### config.mk
export PLATFORM = sky130hd
export DESIGN_NAME = psc_store_cond_pair
export DESIGN_NICKNAME = d
export VERILOG_FILES = /design/src/rtl/psc_pkg.sv /design/src/rtl/psc_store_cond_pair.sv /design/src/rtl/psc_link_monitor.sv
export SDC_FILE = /design/constraint.sdc
export NUM_CORES = 1
export LEC_CHECK = 0
export BUFFER_PORTS_ARGS = -buffer_cell sky130_fd_sc_hd__buf_4
export CORE_MARGIN = 2
export CORE_UTILIZATION = 40
export DETAILED_ROUTE_END_ITERATION = 10
export PLACE_DENSITY = 0.73
export SLEW_MARGIN = 20
export SYNTH_ARGS = -nofsm -noshare
export SYNTH_HDL_FRONTEND = slang
export SYNTH_SLANG_ARGS = --single-unit
### constraint.sdc
create_clock -name clk -period 4.44 [get_ports clk]
set_clock_uncertainty 0.05 [all_clocks]
set_input_delay 0.666 -clock clk [delete_from_list [all_inputs] [get_ports clk]]
set_output_delay 0.666 -clock clk [all_outputs]
set_load 0.01 [all_outputs]
### src/rtl/psc_pkg.sv
// Constants and types shared by the paired store-conditional block
package psc_pkg;

    localparam int unsigned ADDR_W = 32;
    localparam int unsigned WORD_W = 32;
    localparam int unsigned REG_ADDR_W = 8;
    localparam int unsigned CNT_W = 16;

    // Register offsets (byte addresses on the plain register port)
    localparam logic [REG_ADDR_W-1:0] REG_CTRL = 8'h00;
    localparam logic [REG_ADDR_W-1:0] REG_STATUS = 8'h04;
    localparam logic [REG_ADDR_W-1:0] REG_LINKED_ADDR = 8'h08;
    localparam logic [REG_ADDR_W-1:0] REG_SUCC_CNT = 8'h0C;
    localparam logic [REG_ADDR_W-1:0] REG_FAIL_CNT = 8'h10;

    // Control register fields
    localparam int unsigned CTRL_W = 5;
    localparam int unsigned CTRL_ULS = 0;
    localparam int unsigned CTRL_XNP = 1;
    localparam int unsigned CTRL_ENH_VIRT_ADDR = 2;
    localparam int unsigned CTRL_MISAL = 3;
    localparam int unsigned CTRL_NOCACHE = 4;
    localparam logic [CTRL_W-1:0] CTRL_RESET = 5'h04;

    // Status register fields
    localparam int unsigned STATUS_W = 4;
    localparam int unsigned ST_LINK = 0;
    localparam int unsigned ST_LAST_OK = 1;
    localparam int unsigned ST_BUSY = 2;
    localparam int unsigned ST_LAST_EXC = 3;

    // Address bits below one double word, and below one monitored block
    localparam int unsigned DW_LSB = 3;
    localparam int unsigned LINK_BLOCK_LSB = 3;
    localparam logic [ADDR_W-1:0] WORD_STEP = 32'h0000_0004;
    localparam logic [WORD_W-1:0] RESULT_OK = 32'h0000_0001;
    localparam logic [WORD_W-1:0] RESULT_FAIL = 32'h0000_0000;

    typedef enum logic [2:0] {
        unmapped_kernel_mode,
        mapped_kernel_mode,
        mapped_user_super_kernel_mode,
        unmapped_user_super_kernel_mode,
        mapped_user_super_kernel_alt_mode,
        mapped_user_only_mode
    } psc_seg_mode_t;

    typedef enum logic [1:0] {
        fault_none,
        fault_refill,
        fault_invalid,
        fault_modified
    } psc_fault_t;

    typedef enum logic [2:0] {
        exc_none,
        exc_tlb_refill,
        exc_tlb_invalid,
        exc_tlb_modified,
        exc_reserved_instr,
        exc_address_error,
        exc_watch,
        exc_cop_unusable
    } psc_exc_t;

    typedef enum logic [2:0] {
        st_idle,
        st_xlat,
        st_wr_lo,
        st_wr_hi
    } psc_state_t;

endpackage

### src/rtl/psc_store_cond_pair.sv
// Execution unit for the conditional paired-word store instructions
`timescale 1ns/1ps
module psc_store_cond_pair
    import psc_pkg::*;
(
    input wire logic clk,
    input wire logic reset_n,
    input wire logic [psc_pkg::REG_ADDR_W-1:0] reg_addr,
    input wire logic [psc_pkg::WORD_W-1:0] reg_wdata,
    input wire logic reg_wr,
    input wire logic reg_rd,
    output logic [psc_pkg::WORD_W-1:0] reg_rdata,
    input wire logic issue_valid,
    input wire logic issue_user_space,
    input wire logic [psc_pkg::ADDR_W-1:0] issue_base_addr,
    input wire logic [psc_pkg::WORD_W-1:0] issue_low_word_source_data,
    input wire logic [psc_pkg::WORD_W-1:0] issue_rd_data,
    output logic issue_ready,
    input wire logic cop0_usable,
    input wire logic ll_valid,
    input wire logic [psc_pkg::ADDR_W-1:0] ll_paddr,
    input wire logic snoop_store_valid,
    input wire logic [psc_pkg::ADDR_W-1:0] snoop_paddr,
    input wire logic eret_exec,
    input wire logic exc_taken,
    output logic xlat_req,
    output logic [psc_pkg::ADDR_W-1:0] xlat_vaddr,
    output logic xlat_user_map,
    input wire logic xlat_ack,
    input wire logic [psc_pkg::ADDR_W-1:0] xlat_paddr,
    input wire logic xlat_cached,
    input wire psc_pkg::psc_fault_t xlat_fault,
    input wire psc_pkg::psc_seg_mode_t xlat_seg_mode,
    input wire logic watch_hit,
    output logic mem_req,
    output logic mem_lock,
    output logic [psc_pkg::ADDR_W-1:0] mem_addr,
    output logic [psc_pkg::WORD_W-1:0] mem_wdata,
    input wire logic mem_ack,
    output logic wb_valid,
    output logic [psc_pkg::WORD_W-1:0] wb_result,
    output logic exc_valid,
    output psc_pkg::psc_exc_t exc_code
);
    import psc_pkg::*;

    typedef struct packed {
        psc_state_t state;
        logic user_space;
        logic [ADDR_W-1:0] vaddr;
        logic [ADDR_W-1:0] paddr;
        logic [WORD_W-1:0] lo_word;
        logic [WORD_W-1:0] hi_word;
        logic [CTRL_W-1:0] ctrl;
        logic [CNT_W-1:0] succ_cnt;
        logic [CNT_W-1:0] fail_cnt;
        logic last_ok;
        logic last_exc;
        logic [WORD_W-1:0] rdata;
        logic issue_ready;
        logic xlat_req;
        logic mem_req;
        logic mem_lock;
        logic [ADDR_W-1:0] mem_addr;
        logic [WORD_W-1:0] mem_wdata;
        logic wb_valid;
        logic [WORD_W-1:0] wb_result;
        logic exc_valid;
        psc_exc_t exc_code;
    } psc_top_state_t;

    psc_top_state_t st_reg;
    psc_top_state_t st_next;
    logic sc_done;
    logic link_ok;
    logic link_flag;
    logic [ADDR_W-1:0] linked_address;
    logic addr_match;
    logic target_ok;
    logic seg_ok;
    logic [STATUS_W-1:0] status_bits;

    psc_link_monitor u_link_monitor (
        .clk(clk),
        .reset_n(reset_n),
        .ll_valid(ll_valid),
        .ll_paddr(ll_paddr),
        .snoop_store_valid(snoop_store_valid),
        .snoop_paddr(snoop_paddr),
        .eret_exec(eret_exec),
        .exc_taken(exc_taken),
        .sc_done(sc_done),
        .link_flag(link_flag),
        .linked_address(linked_address)
    );

    // Idle, ready for issue, control bits at their reset value
    localparam psc_top_state_t ST_RESET = '{
        state: st_idle,
        ctrl: CTRL_RESET,
        issue_ready: 1'b1,
        exc_code: exc_none,
        default: '0
    };

    // Compare at double-word granularity, whatever the low bits hold
    assign addr_match = xlat_paddr[ADDR_W-1:DW_LSB] ==
        linked_address[ADDR_W-1:DW_LSB];
    // Uncached targets only when configured; otherwise the store fails
    assign target_ok = xlat_cached || st_reg.ctrl[CTRL_ULS] ||
        st_reg.ctrl[CTRL_NOCACHE];
    // Kernel variant may use any segment
    assign seg_ok = !st_reg.user_space ||
        xlat_seg_mode == mapped_user_super_kernel_mode ||
        xlat_seg_mode == unmapped_user_super_kernel_mode ||
        xlat_seg_mode == mapped_user_super_kernel_alt_mode;

    // Link state, address and target cacheability decide; local loads never reach here
    assign link_ok = link_flag && addr_match && target_ok;

    // Busy covers translation and both word writes
    always_comb begin
        status_bits = '0;
        status_bits[ST_LINK] = link_flag;
        status_bits[ST_LAST_OK] = st_reg.last_ok;
        status_bits[ST_BUSY] = st_reg.state != st_idle;
        status_bits[ST_LAST_EXC] = st_reg.last_exc;
    end

    always_comb begin
        st_next = st_reg;
        sc_done = 1'b0;
        st_next.wb_valid = 1'b0;
        st_next.exc_valid = 1'b0;
        // Read data stands one cycle only, zero otherwise
        st_next.rdata = '0;

        if (reg_wr && reg_addr == REG_CTRL) begin
            st_next.ctrl = reg_wdata[CTRL_W-1:0];
        end
        if (reg_rd) begin
            case (reg_addr)
                REG_CTRL: st_next.rdata = {{(WORD_W-CTRL_W){1'b0}},
                    st_reg.ctrl};
                REG_STATUS: st_next.rdata = {{(WORD_W-STATUS_W){1'b0}},
                    status_bits};
                REG_LINKED_ADDR: st_next.rdata = linked_address;
                REG_SUCC_CNT: st_next.rdata = {{(WORD_W-CNT_W){1'b0}},
                    st_reg.succ_cnt};
                REG_FAIL_CNT: st_next.rdata = {{(WORD_W-CNT_W){1'b0}},
                    st_reg.fail_cnt};
                default: st_next.rdata = '0;
            endcase
        end

        case (st_reg.state)
            st_idle: begin
                if (issue_valid) begin
                    st_next.user_space = issue_user_space;
                    st_next.vaddr = issue_base_addr;
                    st_next.lo_word = issue_low_word_source_data;
                    st_next.hi_word = issue_rd_data;
                    st_next.exc_code = exc_none;
                    // Checks that need no translation are raised at issue
                    if (st_reg.ctrl[CTRL_XNP] || (issue_user_space &&
                        !st_reg.ctrl[CTRL_ENH_VIRT_ADDR])) begin
                        st_next.exc_code = exc_reserved_instr;
                    end else if (issue_user_space && !cop0_usable) begin
                        st_next.exc_code = exc_cop_unusable;
                    end else if (!st_reg.ctrl[CTRL_MISAL] &&
                        issue_base_addr[DW_LSB-1:0] != '0) begin
                        st_next.exc_code = exc_address_error;
                    end
                    if (st_next.exc_code != exc_none) begin
                        st_next.exc_valid = 1'b1;
                        st_next.last_exc = 1'b1;
                        sc_done = 1'b1;
                    end else begin
                        st_next.state = st_xlat;
                        st_next.xlat_req = 1'b1;
                    end
                end
            end
            st_xlat: begin
                if (xlat_ack) begin
                    st_next.xlat_req = 1'b0;
                    st_next.paddr = xlat_paddr;
                    case (xlat_fault)
                        fault_refill: st_next.exc_code = exc_tlb_refill;
                        fault_invalid: st_next.exc_code = exc_tlb_invalid;
                        fault_modified: st_next.exc_code = exc_tlb_modified;
                        default: begin
                            if (!seg_ok) begin
                                st_next.exc_code = exc_address_error;
                            end else if (watch_hit) begin
                                st_next.exc_code = exc_watch;
                            end else begin
                                st_next.exc_code = exc_none;
                            end
                        end
                    endcase
                    if (st_next.exc_code != exc_none) begin
                        st_next.state = st_idle;
                        st_next.exc_valid = 1'b1;
                        st_next.last_exc = 1'b1;
                        sc_done = 1'b1;
                    end else if (link_ok) begin
                        // Lock stays up over both words so no observer
                        // sees half a pair
                        st_next.state = st_wr_lo;
                        st_next.mem_req = 1'b1;
                        st_next.mem_lock = 1'b1;
                        st_next.mem_addr = xlat_paddr;
                        st_next.mem_wdata = st_reg.lo_word;
                    end else begin
                        st_next.state = st_idle;
                        st_next.wb_valid = 1'b1;
                        st_next.wb_result = RESULT_FAIL;
                        st_next.last_ok = 1'b0;
                        st_next.last_exc = 1'b0;
                        // Counters wrap silently
                        st_next.fail_cnt = st_reg.fail_cnt + 1'b1;
                        sc_done = 1'b1;
                    end
                end
            end
            st_wr_lo: begin
                // Second word follows with the lock still held
                if (mem_ack) begin
                    st_next.state = st_wr_hi;
                    st_next.mem_addr = st_reg.paddr + WORD_STEP;
                    st_next.mem_wdata = st_reg.hi_word;
                end
            end
            st_wr_hi: begin
                if (mem_ack) begin
                    st_next.state = st_idle;
                    st_next.mem_req = 1'b0;
                    st_next.mem_lock = 1'b0;
                    st_next.wb_valid = 1'b1;
                    st_next.wb_result = RESULT_OK;
                    st_next.last_ok = 1'b1;
                    st_next.last_exc = 1'b0;
                    st_next.succ_cnt = st_reg.succ_cnt + 1'b1;
                    sc_done = 1'b1;
                end
            end
            default: begin
                // Unused encodings drop any request and go idle
                st_next.state = st_idle;
                st_next.xlat_req = 1'b0;
                st_next.mem_req = 1'b0;
                st_next.mem_lock = 1'b0;
            end
        endcase

        // Ready in the result cycle, so issues may run back to back
        st_next.issue_ready = st_next.state == st_idle;
    end

    always_ff @(posedge clk or negedge reset_n) begin
        if (!reset_n) begin
            st_reg <= ST_RESET;
        end else begin
            st_reg <= st_next;
        end
    end

    assign reg_rdata = st_reg.rdata;
    assign issue_ready = st_reg.issue_ready;
    assign xlat_req = st_reg.xlat_req;
    assign xlat_vaddr = st_reg.vaddr;
    // User-space variant translates through the user mapping
    assign xlat_user_map = st_reg.user_space;
    assign mem_req = st_reg.mem_req;
    assign mem_lock = st_reg.mem_lock;
    assign mem_addr = st_reg.mem_addr;
    assign mem_wdata = st_reg.mem_wdata;
    assign wb_valid = st_reg.wb_valid;
    assign wb_result = st_reg.wb_result;
    assign exc_valid = st_reg.exc_valid;
    assign exc_code = st_reg.exc_code;

endmodule

### src/rtl/psc_link_monitor.sv
// Link flag and linked address tracking for the conditional pair store
`timescale 1ns/1ps
module psc_link_monitor
    import psc_pkg::*;
(
    input wire logic clk,
    input wire logic reset_n,
    input wire logic ll_valid,
    input wire logic [psc_pkg::ADDR_W-1:0] ll_paddr,
    input wire logic snoop_store_valid,
    input wire logic [psc_pkg::ADDR_W-1:0] snoop_paddr,
    input wire logic eret_exec,
    input wire logic exc_taken,
    input wire logic sc_done,
    output logic link_flag,
    output logic [psc_pkg::ADDR_W-1:0] linked_address
);
    import psc_pkg::*;

    typedef struct packed {
        logic link_flag;
        logic [ADDR_W-1:0] linked_address;
    } psc_mon_state_t;

    psc_mon_state_t st_reg;
    psc_mon_state_t st_next;
    logic snoop_hit;

    always_comb begin
        st_next = st_reg;
        snoop_hit = snoop_store_valid && st_reg.link_flag &&
            (snoop_paddr[ADDR_W-1:LINK_BLOCK_LSB] ==
             st_reg.linked_address[ADDR_W-1:LINK_BLOCK_LSB]);
        // Clears first, so a load-linked in the same cycle still wins
        if (snoop_hit || eret_exec) begin
            st_next.link_flag = 1'b0;
        end
        if (exc_taken) begin
            st_next.link_flag = 1'b0;
        end
        if (sc_done) begin
            st_next.link_flag = 1'b0;
        end
        // Any load-linked type arms the link; plain loads are not seen here
        if (ll_valid) begin
            st_next.link_flag = 1'b1;
            st_next.linked_address = ll_paddr;
        end
    end

    always_ff @(posedge clk or negedge reset_n) begin
        if (!reset_n) begin
            st_reg <= '0;
        end else begin
            st_reg <= st_next;
        end
    end

    assign link_flag = st_reg.link_flag;
    assign linked_address = st_reg.linked_address;

endmodule

Word-level counts from Yosys, hierarchy flattened

Cells that the tools add are included.

Add/subtract/negate cells: 3
Multipliers: 0
Div/mod/pow operators: 0
Order comparisons: 0
Eq/ne operators: 25
Shift-type cells: 0
Multiplexer cells: 56
Bitwise logic cells: 4
Reductions and logical operators: 43

Operators by type and width:

| kind                  | count |
|---|---|
| $pmux 32 s5           | 1 |
| $pmux 64 s2           | 1 |
| $mux 104              | 1 |
| $mux 33               | 3 |
| $mux 99               | 1 |
| $mux 66               | 1 |
| $pmux 33 s2           | 1 |
| $mux 64               | 1 |
| $eq 29x29->1          | 2 |
| $mux 3                | 14 |
| $mux 36               | 1 |
| $add 16x1->16 const B | 2 |
| $add 32x3->32 const B | 1 |
| $mux 32               | 1 |
| $ne 2x2->1 const B    | 9 |
| $eq 8x4->1 const B    | 2 |
| $mux 1                | 16 |
| $reduce_and 5->1      | 3 |
| $reduce_bool 3->1     | 5 |
| $eq 3x2->1 const B    | 4 |
| $pmux 3 s4            | 1 |
| $mux 2                | 5 |
| $pmux 1 s3            | 3 |
| $pmux 3 s3            | 1 |
| other kinds (24)      | 51 |

Flip-flop bits (word level): 341
Latch bits: 0
Bits in writable memories: 0
Memory bits (read-only): 0
Input port bits: 252
Output and inout port bits: 170
Logic and storage cells: 155
Memories kept: 0

Depth between registers and ports, before layout

Gate-level depths: netlist of run 1.

Depth in word-level cells: 14
Gate-level depth with buffers: 7
Depth with buffers taken out: 7

Hierarchy

Synthesis of run 1 repeated with hierarchy kept, for this count alone.

Cells, all modules: 1505
Area total of the unflattened synthesis: 15250.9 um^2

Modules (own cells, without submodules):

| module              | times used | cells an instance | area each (um^2) | sequential area each (um^2) |
|---|---|---|---|---|
| psc_store_cond_pair | 1          | 1393              | 13689.4          | 6909.1 |
| psc_link_monitor    | 1          | 112               | 1561.5           | 825.8 |

Worst setup path before layout of run 1

No wires, ideal clock.

Kind: input-to-reg
From: input xlat_paddr[16] (netlist bit)
To: register st_reg (netlist bit mem_addr[10])
Setup time: 125 ps
Arrival time: 2382 ps
Data required time: 4265 ps
Path slack: 1883 ps
Stages: 7
Buffers on the path: 1
Cell sequence: xor2_1 -> nor4_1 -> nand4_1 -> or2_1 -> o21ai_4 -> buf_6 -> mux2_2

Cells in the longest elaborated chain, start to end: 5

Ends and longest elaborated chain:

| what                              | RTL line                   | source |
|---|---|---|
| start, declared                   | psc_store_cond_pair.sv:30  | `input wire logic [psc_pkg::ADDR_W-1:0] xlat_paddr,` |
| $eq 29x29->1                      | psc_store_cond_pair.sv:107 | `assign addr_match = xlat_paddr[ADDR_W-1:DW_LSB] ==` |
| $logic_and 1x1->1 (2 in series)   | psc_store_cond_pair.sv:119 | `assign link_ok = link_flag && addr_match && target_ok;` |
| $ne 2x2->1 (no source line)       | n/a                        |  |
| $reduce_and 5->1 (no source line) | n/a                        |  |
| end signal, assigned              | psc_store_cond_pair.sv:265 | `st_reg <= st_next;` |
| end, declared                     | psc_store_cond_pair.sv:72  | `psc_top_state_t st_reg;` |

No other way between the ends.
A chain may end at the register's enable or synchronous reset.

Final worst setup path of run 1

From: register u_link_monitor.st_reg (netlist bit u_link_monitor.linked_address[20])
To: register st_reg (netlist bit mem_wdata[26])

Cells in the longest elaborated chain, start to end: 5

Ends and longest elaborated chain:

| what                              | RTL line                   | source |
|---|---|---|
| start, declared                   | psc_link_monitor.sv:25     | `psc_mon_state_t st_reg;` |
| start signal, assigned            | psc_link_monitor.sv:55     | `st_reg <= st_next;` |
| $eq 29x29->1                      | psc_store_cond_pair.sv:107 |  |
| $logic_and 1x1->1 (2 in series)   | psc_store_cond_pair.sv:119 |  |
| $ne 2x2->1 (no source line)       | n/a                        |  |
| $reduce_and 5->1 (no source line) | n/a                        |  |

No other way between the ends.

==> flow_summary.ini, run 1 <==
[status]
run_status = finished, final reports clean

[pwr]
irDropWorstVdd_v = 0.000292
power_switching_share_pct = 25.2
seqPwrFrac_pct = 46.8
p_leak_nw = 9.38
power_mw = 6.77
p_clk_share_pct = 42.5
power_switching_mw = 1.71
powerDensity_nw_per_um2 = 367
internal-power_mw = 5.07
combPwrFrac_pct = 10.6

[final_layout]
area_delta_synth_final_pct = 21.9
nNetsFinal = 1907
seq_area_um2 = 7730
final_cells = 2189
final_util_pct = 49.2
drive_gt1_share_pct = 34.4
num-fill-cells = 3376
largest_reg_flops = 138
antenna_cells = 0
layout_common_cells = buf_4 (371), nand2_1 (332), dfrtp_1 (307)
mostFrequentLayoutCell = buf_4
multi_input_area_um2 = 5940

[synthesis]
syn-instance-count = 1432
synthAdderAreaFrac_pct = 0.248
avgSynthCellArea_um2 = 10.6
synth_edf_count = 0
yosys.area_share.xor_xnor_pct = 6.60
synth.area.mux_share_pct = 10.1
ys_ff_latch = 309
yosys.area_share.simple_pct = 14.7
ys.flop_type = dfrtp_1
ys_types = 60
async_flop_share_pct = 100
netlist_area_um2 = 15100
synth.yosys.seq_area_share_pct = 51.1
yosys_warnings = 0
synth_compound_area_share_pct = 6.74
synth_top_family_by_area = simple AND/OR/NAND/NOR gates

[worst_setup_path]
crit_type = reg -> reg
worst_setup_path_end_kind = register
startpoint_type = register
cp.arrival_ns = 3.54
path_max_fanout = 23
worstPathRequired_ns = 4.79

[cts]
cts_max_level = 2
cts_hold_buf = 0
cts_tree = done
post_cts_buffers = 0
numClockSinks = 309
cts_root_buf = clkbuf_16
clock_insertion_delay_worst_skew_ns = 0.53
clk_pin_slew_ns = 0.06
cts_buffers = 36
cts_buffer_depth = 3
ctsResizeCount = 0

[drt]
drcViolationCount = 0
wl_per_cell_um = 19.3
antenna_left = 0
vias_per_cell = 5.06
num_vias = 11073
routed_wl_mm = 42.2
dr.pass1.iters = 6
drtIter0Drc = 676

[global_route]
antenna_found_initial = 1
grt_use_total_pct = 21.2
overflow = 0
grt_pass1_vias = 11455
grt_max_degree = 112
grt_pass1_wl_mm = 64.0

[sta]
slew_violations = 0
period_minus_slack_ns = 3.19
grt_setup_unrepaired = no
hold_violations = 0
finalCritPeriodShare_pct = 71.9
max-slew-margin-rel_pct = 27.2
worstMarginPinSlew_ns = 1.08
finalSetupTns_ns = 0
fmax_mhz = 313
setup_violations = 0

[floorplanning]
die_h_um = 198
die_width_um = 198
start_util_pct = 40.3
coreArea_um2 = 37500
row_count = 71
io_pins = 422
dieArea_um2 = 39400

[placement]
dp_hpwl_mm = 30.6
dpl.cell_count = 2125
port_buffers = 360
gp_congestion = 0.892

[flow_run]
maxCapViolations = 0

[hold_path]
hold_class = in -> async
-- cells by family (layout without fill, tap and decap cells) --
group,count (synthesis),after routing
mux,136,136
xor+xnor,114,114
other cells,1,32
compound gates,126,126
simple gates,500,500
flops,309,309
fa+ha+maj,3,3
buf+inv,243,458
-- final timing paths --
kind	start	to	cells after the start	slack (ns)
max reg2reg	u_link_monitor.linked_address[20]	mem_wdata[26]	7	1.25
min in group clk	issue_rd_data[25]	st_reg[201]	3	0.27
min	reset_n	xlat_vaddr[3]	1	0.16
max	u_link_monitor.linked_address[20]	mem_wdata[26]	7	1.25
min reg2reg	xlat_vaddr[13]	xlat_vaddr[13]	2	0.42
max in group asynchronous	reset_n	st_reg[264]	2	3.16
-- worst max-delay path: stages, from the launching register on --
cell	delay, ns
dfrtp_1	0.46
xor2_1	0.17
nor4_1	0.37
nand4_1	0.38
or2_1	0.39
o21ai_4	0.59
buf_12	0.28
mux2_2	0.36
-- synthesized netlist by cell type (2+ instances only) --
cell type | n | share of area (%)
nor3_1 | 19 | 0.63
nand2b_1 | 2 | 0.083
a21oi_1 | 14 | 0.46
or3_1 | 3 | 0.12
a22o_1 | 68 | 3.9
dfstp_2 | 2 | 0.35
nand4_1 | 21 | 0.87
nor4b_2 | 2 | 0.20
nand2_1 | 333 | 8.3
and4_1 | 3 | 0.17
nor3b_1 | 2 | 0.099
nor2b_1 | 2 | 0.083
buf_1 | 7 | 0.17
xor2_1 | 57 | 3.3
or2_2 | 2 | 0.083
xnor2_1 | 57 | 3.3
and3_1 | 27 | 1.1
a222oi_1 | 6 | 0.40
buf_6 | 7 | 0.52
inv_1 | 16 | 0.40
ha_1 | 3 | 0.25
a22oi_1 | 13 | 0.65
o21ai_0 | 9 | 0.30
mux2i_1 | 2 | 0.13
nand3_1 | 28 | 0.93
a32oi_1 | 2 | 0.12
o22ai_1 | 2 | 0.083
dfrtp_1 | 307 | 51
nor4_1 | 11 | 0.45
mux2_1 | 3 | 0.22
nand3b_1 | 2 | 0.099
clkbuf_1 | 48 | 1.2
mux2_2 | 131 | 9.8
nor2_1 | 32 | 0.79
buf_4 | 164 | 8.1
-- layer usage --
metal,vias to the layer above,global-route usage [%],routed length [um]
li1,5089,-,-
met1,5471,25.4,16400
met2,424,35.5,20400
met3,87,6.61,3850
met4,2,8.79,1490
met5,-,0,16
-- final cells by class --
class	count	share of cell area, %
sequential	309	41.9
tap	511	3.47
multi-input combinational	911	32.2
clock inverter	12	0.712
timing repair buffer	378	15.8
inverter	16	0.326
clock buffer	52	5.48
-- per-stage QoR --
step	setup WS [ns]	hold slack, ns	instance area [um2]
5_1_grt	1.04	0.230	18400
3_3_place_gp	0.901	0.405	17300
2_1_floorplan	1.88	0.320	15200
3_5_place_dp	0.871	0.413	17300
6_report	1.25	0.160	18400
4_1_cts	1.16	0.189	18400
-- power groups by stage --
stage	combinational, mW	clock, mW	sequential, mW
after floorplan	0.420	0	3.15
after global placement	0.711	0	3.21
after detailed placement	0.728	0	3.22
after CTS	0.731	2.95	3.17
after global routing	0.800	3.07	3.19
final	0.721	2.88	3.17
Power figures use the tool's default switching activity.
==> run 2: changes to the inputs <==
==> constraint.sdc (replaced) <==
create_clock -name clk -period 3.04 [get_ports clk]
set_clock_uncertainty 0.05 [all_clocks]
set_input_delay 0.456 -clock clk [delete_from_list [all_inputs] [get_ports clk]]
set_output_delay 0.456 -clock clk [all_outputs]
set_load 0.01 [all_outputs]
==> flow_summary.ini, run 2 (synthesis gave the netlist of run 1 again) <==
[final_layout]
mostFrequentLayoutCell = buf_4
layout_common_cells = buf_4 (380), nand2_1 (332), dfrtp_1 (307)
num-fill-cells = 3372
area_delta_synth_final_pct = 23.8
drive_gt1_share_pct = 35.4
largest_reg_flops = 138
final_cell_area_um2 = 18700
nNetsFinal = 1923
final_util_pct = 49.9

[drt]
dr.pass1.iters = 8
drtIter0Drc = 655
num_vias = 11070
drcViolationCount = 0
routed_wl_mm = 42.1
vias_per_cell = 5.02
wl_per_cell_um = 19.1
antenna_left = 0

[worst_setup_path]
critical_path.reg2reg.endpoint = mem_addr[20]
startpoint_type = register
worst_setup_path_end_kind = register
worstPathRequired_ns = 3.40
rr_startpoint = u_link_monitor.linked_address[20]
path_max_fanout = 18
crit_type = reg -> reg
ff2ff_setup_slack_ns = 0.30
rr_worst_depth = 8
crit_end = mem_addr[20]
startpoint = u_link_monitor.linked_address[20]
cp.arrival_ns = 3.11

[global_route]
grt_pass1_vias = 11252
grt_use_total_pct = 21.3
overflow = 0
grt_pass1_wl_mm = 64.1
grt_max_degree = 75
antenna_found_initial = 0

[flow_run]
maxCapViolations = 0

[floorplanning]
coreArea_um2 = 37500
die_width_um = 198
start_util_pct = 40.3
row_count = 71
io_pins = 422
die_h_um = 198
dieArea_um2 = 39400

[pwr]
combPwrFrac_pct = 10.7
internal-power_mw = 7.61
seqPwrFrac_pct = 45.5
p_clk_share_pct = 43.8
power_switching_share_pct = 25.1
p_leak_nw = 9.52
power_switching_mw = 2.54
irDropWorstVdd_v = 0.000387
powerDensity_nw_per_um2 = 542

[sta]
fin_ws_ns = 0.296
grt_setup_unrepaired = no
period_minus_slack_ns = 2.74
hold_violations = 0
fmax_mhz = 364
setup_violations = 0
worstMarginPinSlew_ns = 0.830
slew_violations = 0
finalSetupTns_ns = 0
finalCritPeriodShare_pct = 90.3
max-slew-margin-rel_pct = 44.7

[cts]
cts_buffer_depth = 3
clock_insertion_delay_worst_skew_ns = 0.54
cts_tree = done
numClockSinks = 309
post_cts_buffers = 0
cts_buffers = 36
cts_max_level = 2
cts_root_buf = clkbuf_16
clk_pin_slew_ns = 0.06

[placement]
place_area_um2 = 17500
gp_congestion = 0.887
dp_hpwl_mm = 30.9
pre_cts_slack_ns = 0.121
port_buffers = 360

[hold_path]
hold_class = in -> reg

[status]
run_status = finished, final reports clean
## run 2: cell count changes in the layout (fill, tap and decap cells not counted), sizes merged
cell and delta:
clkbuf -7, clkinvlp +1, diode +1, clkinv +3
bufinv +2, buf +15, dlygate4sd3 +1
## run 2: area by class of cell
cell class              count  area (um2)  share of cell area [%]
flip-flops and latches    309        7730                    41.3
well taps                 511         639                    3.42
clock inverters            18         221                    1.18
multi-input cells         911        5950                    31.8
clock buffers              45         995                    5.31
repair buffers            394        3120                    16.7
diodes                      1        2.50                  0.0134
inverters                  16        60.1                   0.321
## run 2: layer usage
metal | track usage [%] | vias to the layer above | share of wire (%)
met5 | 0 | - | 0
met4 | 8.57 | 0 | 3.2
met3 | 5.75 | 71 | 8.3
met2 | 35.8 | 429 | 49
met1 | 26.0 | 5450 | 40
li1 | - | 5120 | -
## run 2: critical path, cell delays in order (launching register included)
cell     delay (ns)
dfrtp_1        0.47
xor2_1         0.17
nor4_1         0.44
nand4_1        0.29
or2_1          0.33
o21ai_4        0.16
buf_12         0.19
buf_12         0.17
mux2_2         0.35
## run 2: through the flow
step	power [mW]	cells	hold WS, ns
2_1_floorplan	5.22	1463	0.110
3_3_place_gp	5.76	2140	0.408
3_5_place_dp	5.79	2140	0.413
4_1_cts	10.3	2204	0.0190
5_1_grt	10.6	2204	0.0337
6_report	10.1	2205	0.0538
## run 2: how the worst min path moves through the flow
stage | start | to | slack (ns) | cells past startpoint
finish | issue_base_addr[8] | xlat_vaddr[8] | 0.05 | 3
global route | issue_rd_data[25] | st_reg[201] | 0.03 | 3
detailed placement | st_reg[182] | st_reg[182] | 0.41 | 2
floorplan | reset_n | exc_code[0] | 0.11 | 0
CTS | issue_base_addr[8] | xlat_vaddr[8] | 0.02 | 3
global placement | st_reg[198] | st_reg[198] | 0.41 | 2
## run 2: what timing repair did
action	4_1_cts	5_1_grt
hold buffers	1	0
resized for setup	0	0
endpoints found under the hold margin	68	0
## run 2: power groups by stage
stage | clock, mW | combinational [mW] | sequential (mW)
after CTS | 4.55 | 1.11 | 4.62
after floorplan | 0 | 0.614 | 4.60
final | 4.44 | 1.09 | 4.62
after global routing | 4.72 | 1.21 | 4.65
after detailed placement | 0 | 1.10 | 4.69
after global placement | 0 | 1.08 | 4.67
==> run 3: changes to the inputs <==
--- a/config.mk
+++ b/config.mk
@@ -9,8 +9,7 @@
 export CORE_MARGIN = 2
 export CORE_UTILIZATION = 40
 export DETAILED_ROUTE_END_ITERATION = 10
-export PLACE_DENSITY = 0.73
-export SLEW_MARGIN = 20
+export PLACE_DENSITY = 0.75
 export SYNTH_ARGS = -nofsm -noshare
 export SYNTH_HDL_FRONTEND = slang
 export SYNTH_SLANG_ARGS = --single-unit
==> constraint.sdc (replaced) <==
create_clock -name clk -period 2.3 [get_ports clk]
set_clock_uncertainty 0.05 [all_clocks]
set_input_delay 0.345 -clock clk [delete_from_list [all_inputs] [get_ports clk]]
set_output_delay 0.345 -clock clk [all_outputs]
set_load 0.01 [all_outputs]
==> flow_summary.ini, run 3 (synthesis gave the netlist of run 1 again) <==
[status]
run_status = finished with violations
violations = setup timing

[drt]
dr_wl_met3_mm = 3.54
dr.pass1.iters = 9
drtIter0Drc = 804
wl_met2_mm = 24.0
routed_wl_mm = 47.8
num_vias = 12238
wl_per_cell_um = 19.9
top_layer_used = met5
vias_per_cell = 5.08
wl_met1_mm = 18.8
drcViolationCount = 0
antenna_left = 0

[hold_path]
holdPathStages = 3
hold_class = in -> reg
hold_end = st_reg[220]
worstHoldStart = issue_low_word_source_data[12]

[floorplanning]
start_util_pct = 40.3
coreArea_um2 = 37500
die_h_um = 198
die_width_um = 198
io_pins = 422
row_count = 71
dieArea_um2 = 39400

[worst_setup_path]
rr_startpoint = u_link_monitor.linked_address[30]
ff2ff_setup_slack_ns = -0.23
rr_worst_depth = 8
cp.arrival_ns = 2.88
startpoint_type = register
critical_path.reg2reg.endpoint = mem_addr[22]
worstPathRequired_ns = 2.65
worst_setup_path_end_kind = register
path_max_fanout = 20
crit_type = reg -> reg

[placement]
dp_hpwl_mm = 32.6
port_buffers = 360
pre_cts_slack_ns = -0.361
gp_congestion = 0.903

[sta]
setup_violations = 64
grt_setup_unrepaired = yes
fin_ws_ns = -0.230
holdWs_ns = 0.00941
slew_violations = 0
hold_violations = 0
max-slew-margin-rel_pct = 18.3
fmax_mhz = 395
worstMarginPinSlew_ns = 1.22
period_minus_slack_ns = 2.53
finalSetupTns_ns = -12.73
finalCritPeriodShare_pct = 110

[global_route]
grt_max_degree = 72
grt_pass1_wl_mm = 72.4
antenna_found_initial = 2
grt_pass1_vias = 12783
grt_use_total_pct = 24.0
overflow = 0

[pwr]
power_mw = 13.8
powerDensity_nw_per_um2 = 666
irDropWorstVdd_v = 0.000604
p_leak_nw = 10.5

[cts]
cts_buffers = 36
cts_max_level = 2
cts_buffer_depth = 3
numClockSinks = 309
cts_root_buf = clkbuf_16
clock_insertion_delay_worst_skew_ns = 0.52
clk_pin_slew_ns = 0.06
cts_tree = done

[final_layout]
layout_common_cells = buf_4 (462), nand2_1 (332), dfrtp_1 (306)
largest_reg_flops = 138
nNetsFinal = 2125
area_delta_synth_final_pct = 37.1
mostFrequentLayoutCell = buf_4
num-fill-cells = 3070
final_util_pct = 55.3
drive_gt1_share_pct = 36.6

[flow_run]
maxCapViolations = 0
==> run 3: stage by stage <==
stage / area [um2] / instances
after global placement: 18100 / 2222
after detailed placement: 18100 / 2222
after floorplan: 15200 / 1463
final: 20700 / 2407
after CTS: 20600 / 2402
after global routing: 20700 / 2407
==> run 3: what timing repair did <==
action                                  4_1_cts  5_1_grt
endpoints found under the setup margin       71       73
buffers inserted                              5        0
hold buffers                                110        1
resized for setup                            18        9
hold endpoints to repair                    159        1
pin swaps                                     4        2
gates cloned                                  2        3
==> run 3: metal layers <==
layer,track usage [%],up-vias
li1,-,5532
met2,42.0,558
met1,28.8,6049
met5,0,-
met3,5.17,97
met4,9.26,2
==> run 3: report_power, final <==
part / total (mW) / internal, mW / switching (mW)
Clock: 5.91 / 3.65 / 2.26
Combinational: 1.85 / 0.965 / 0.880
Sequential: 6.07 / 5.79 / 0.276
Total: 13.8 / 10.4 / 3.42
==> run 3: critical path, cell delays in order (launching register included) <==
cell and delay [ns]:
dfrtp_1 0.43, xor2_1 0.17, nor4_2 0.31, nand4_1 0.25, or2_4 0.32, o21ai_4 0.19, buf_4 0.15, buf_12 0.16
mux2_2 0.36
==> run 3: area by class of cell <==
class / instances / area (um2) / area share, %
Sequential cell: 309 / 7740 / 37.3
Multi-Input combinational cell: 911 / 6030 / 29.1
Timing Repair Buffer: 596 / 5030 / 24.3
Clock buffer: 54 / 1100 / 5.31
Tap cell: 511 / 639 / 3.08
Clock inverter: 9 / 138 / 0.663
Inverter: 16 / 60.1 / 0.290
Antenna cell: 1 / 2.50 / 0.0121
==> run 3: worst max-delay path by stage <==
stage	startpoint	end	depth (start not counted)
CTS	u_link_monitor.linked_address[30]	mem_addr[22]	8
global route	u_link_monitor.linked_address[24]	mem_addr[30]	8
floorplan	u_link_monitor.linked_address[23]	mem_addr[10]	7
global placement	xlat_paddr[24]	mem_wdata[28]	8
finish	u_link_monitor.linked_address[30]	mem_addr[22]	8
detailed placement	xlat_paddr[24]	mem_addr[8]	8
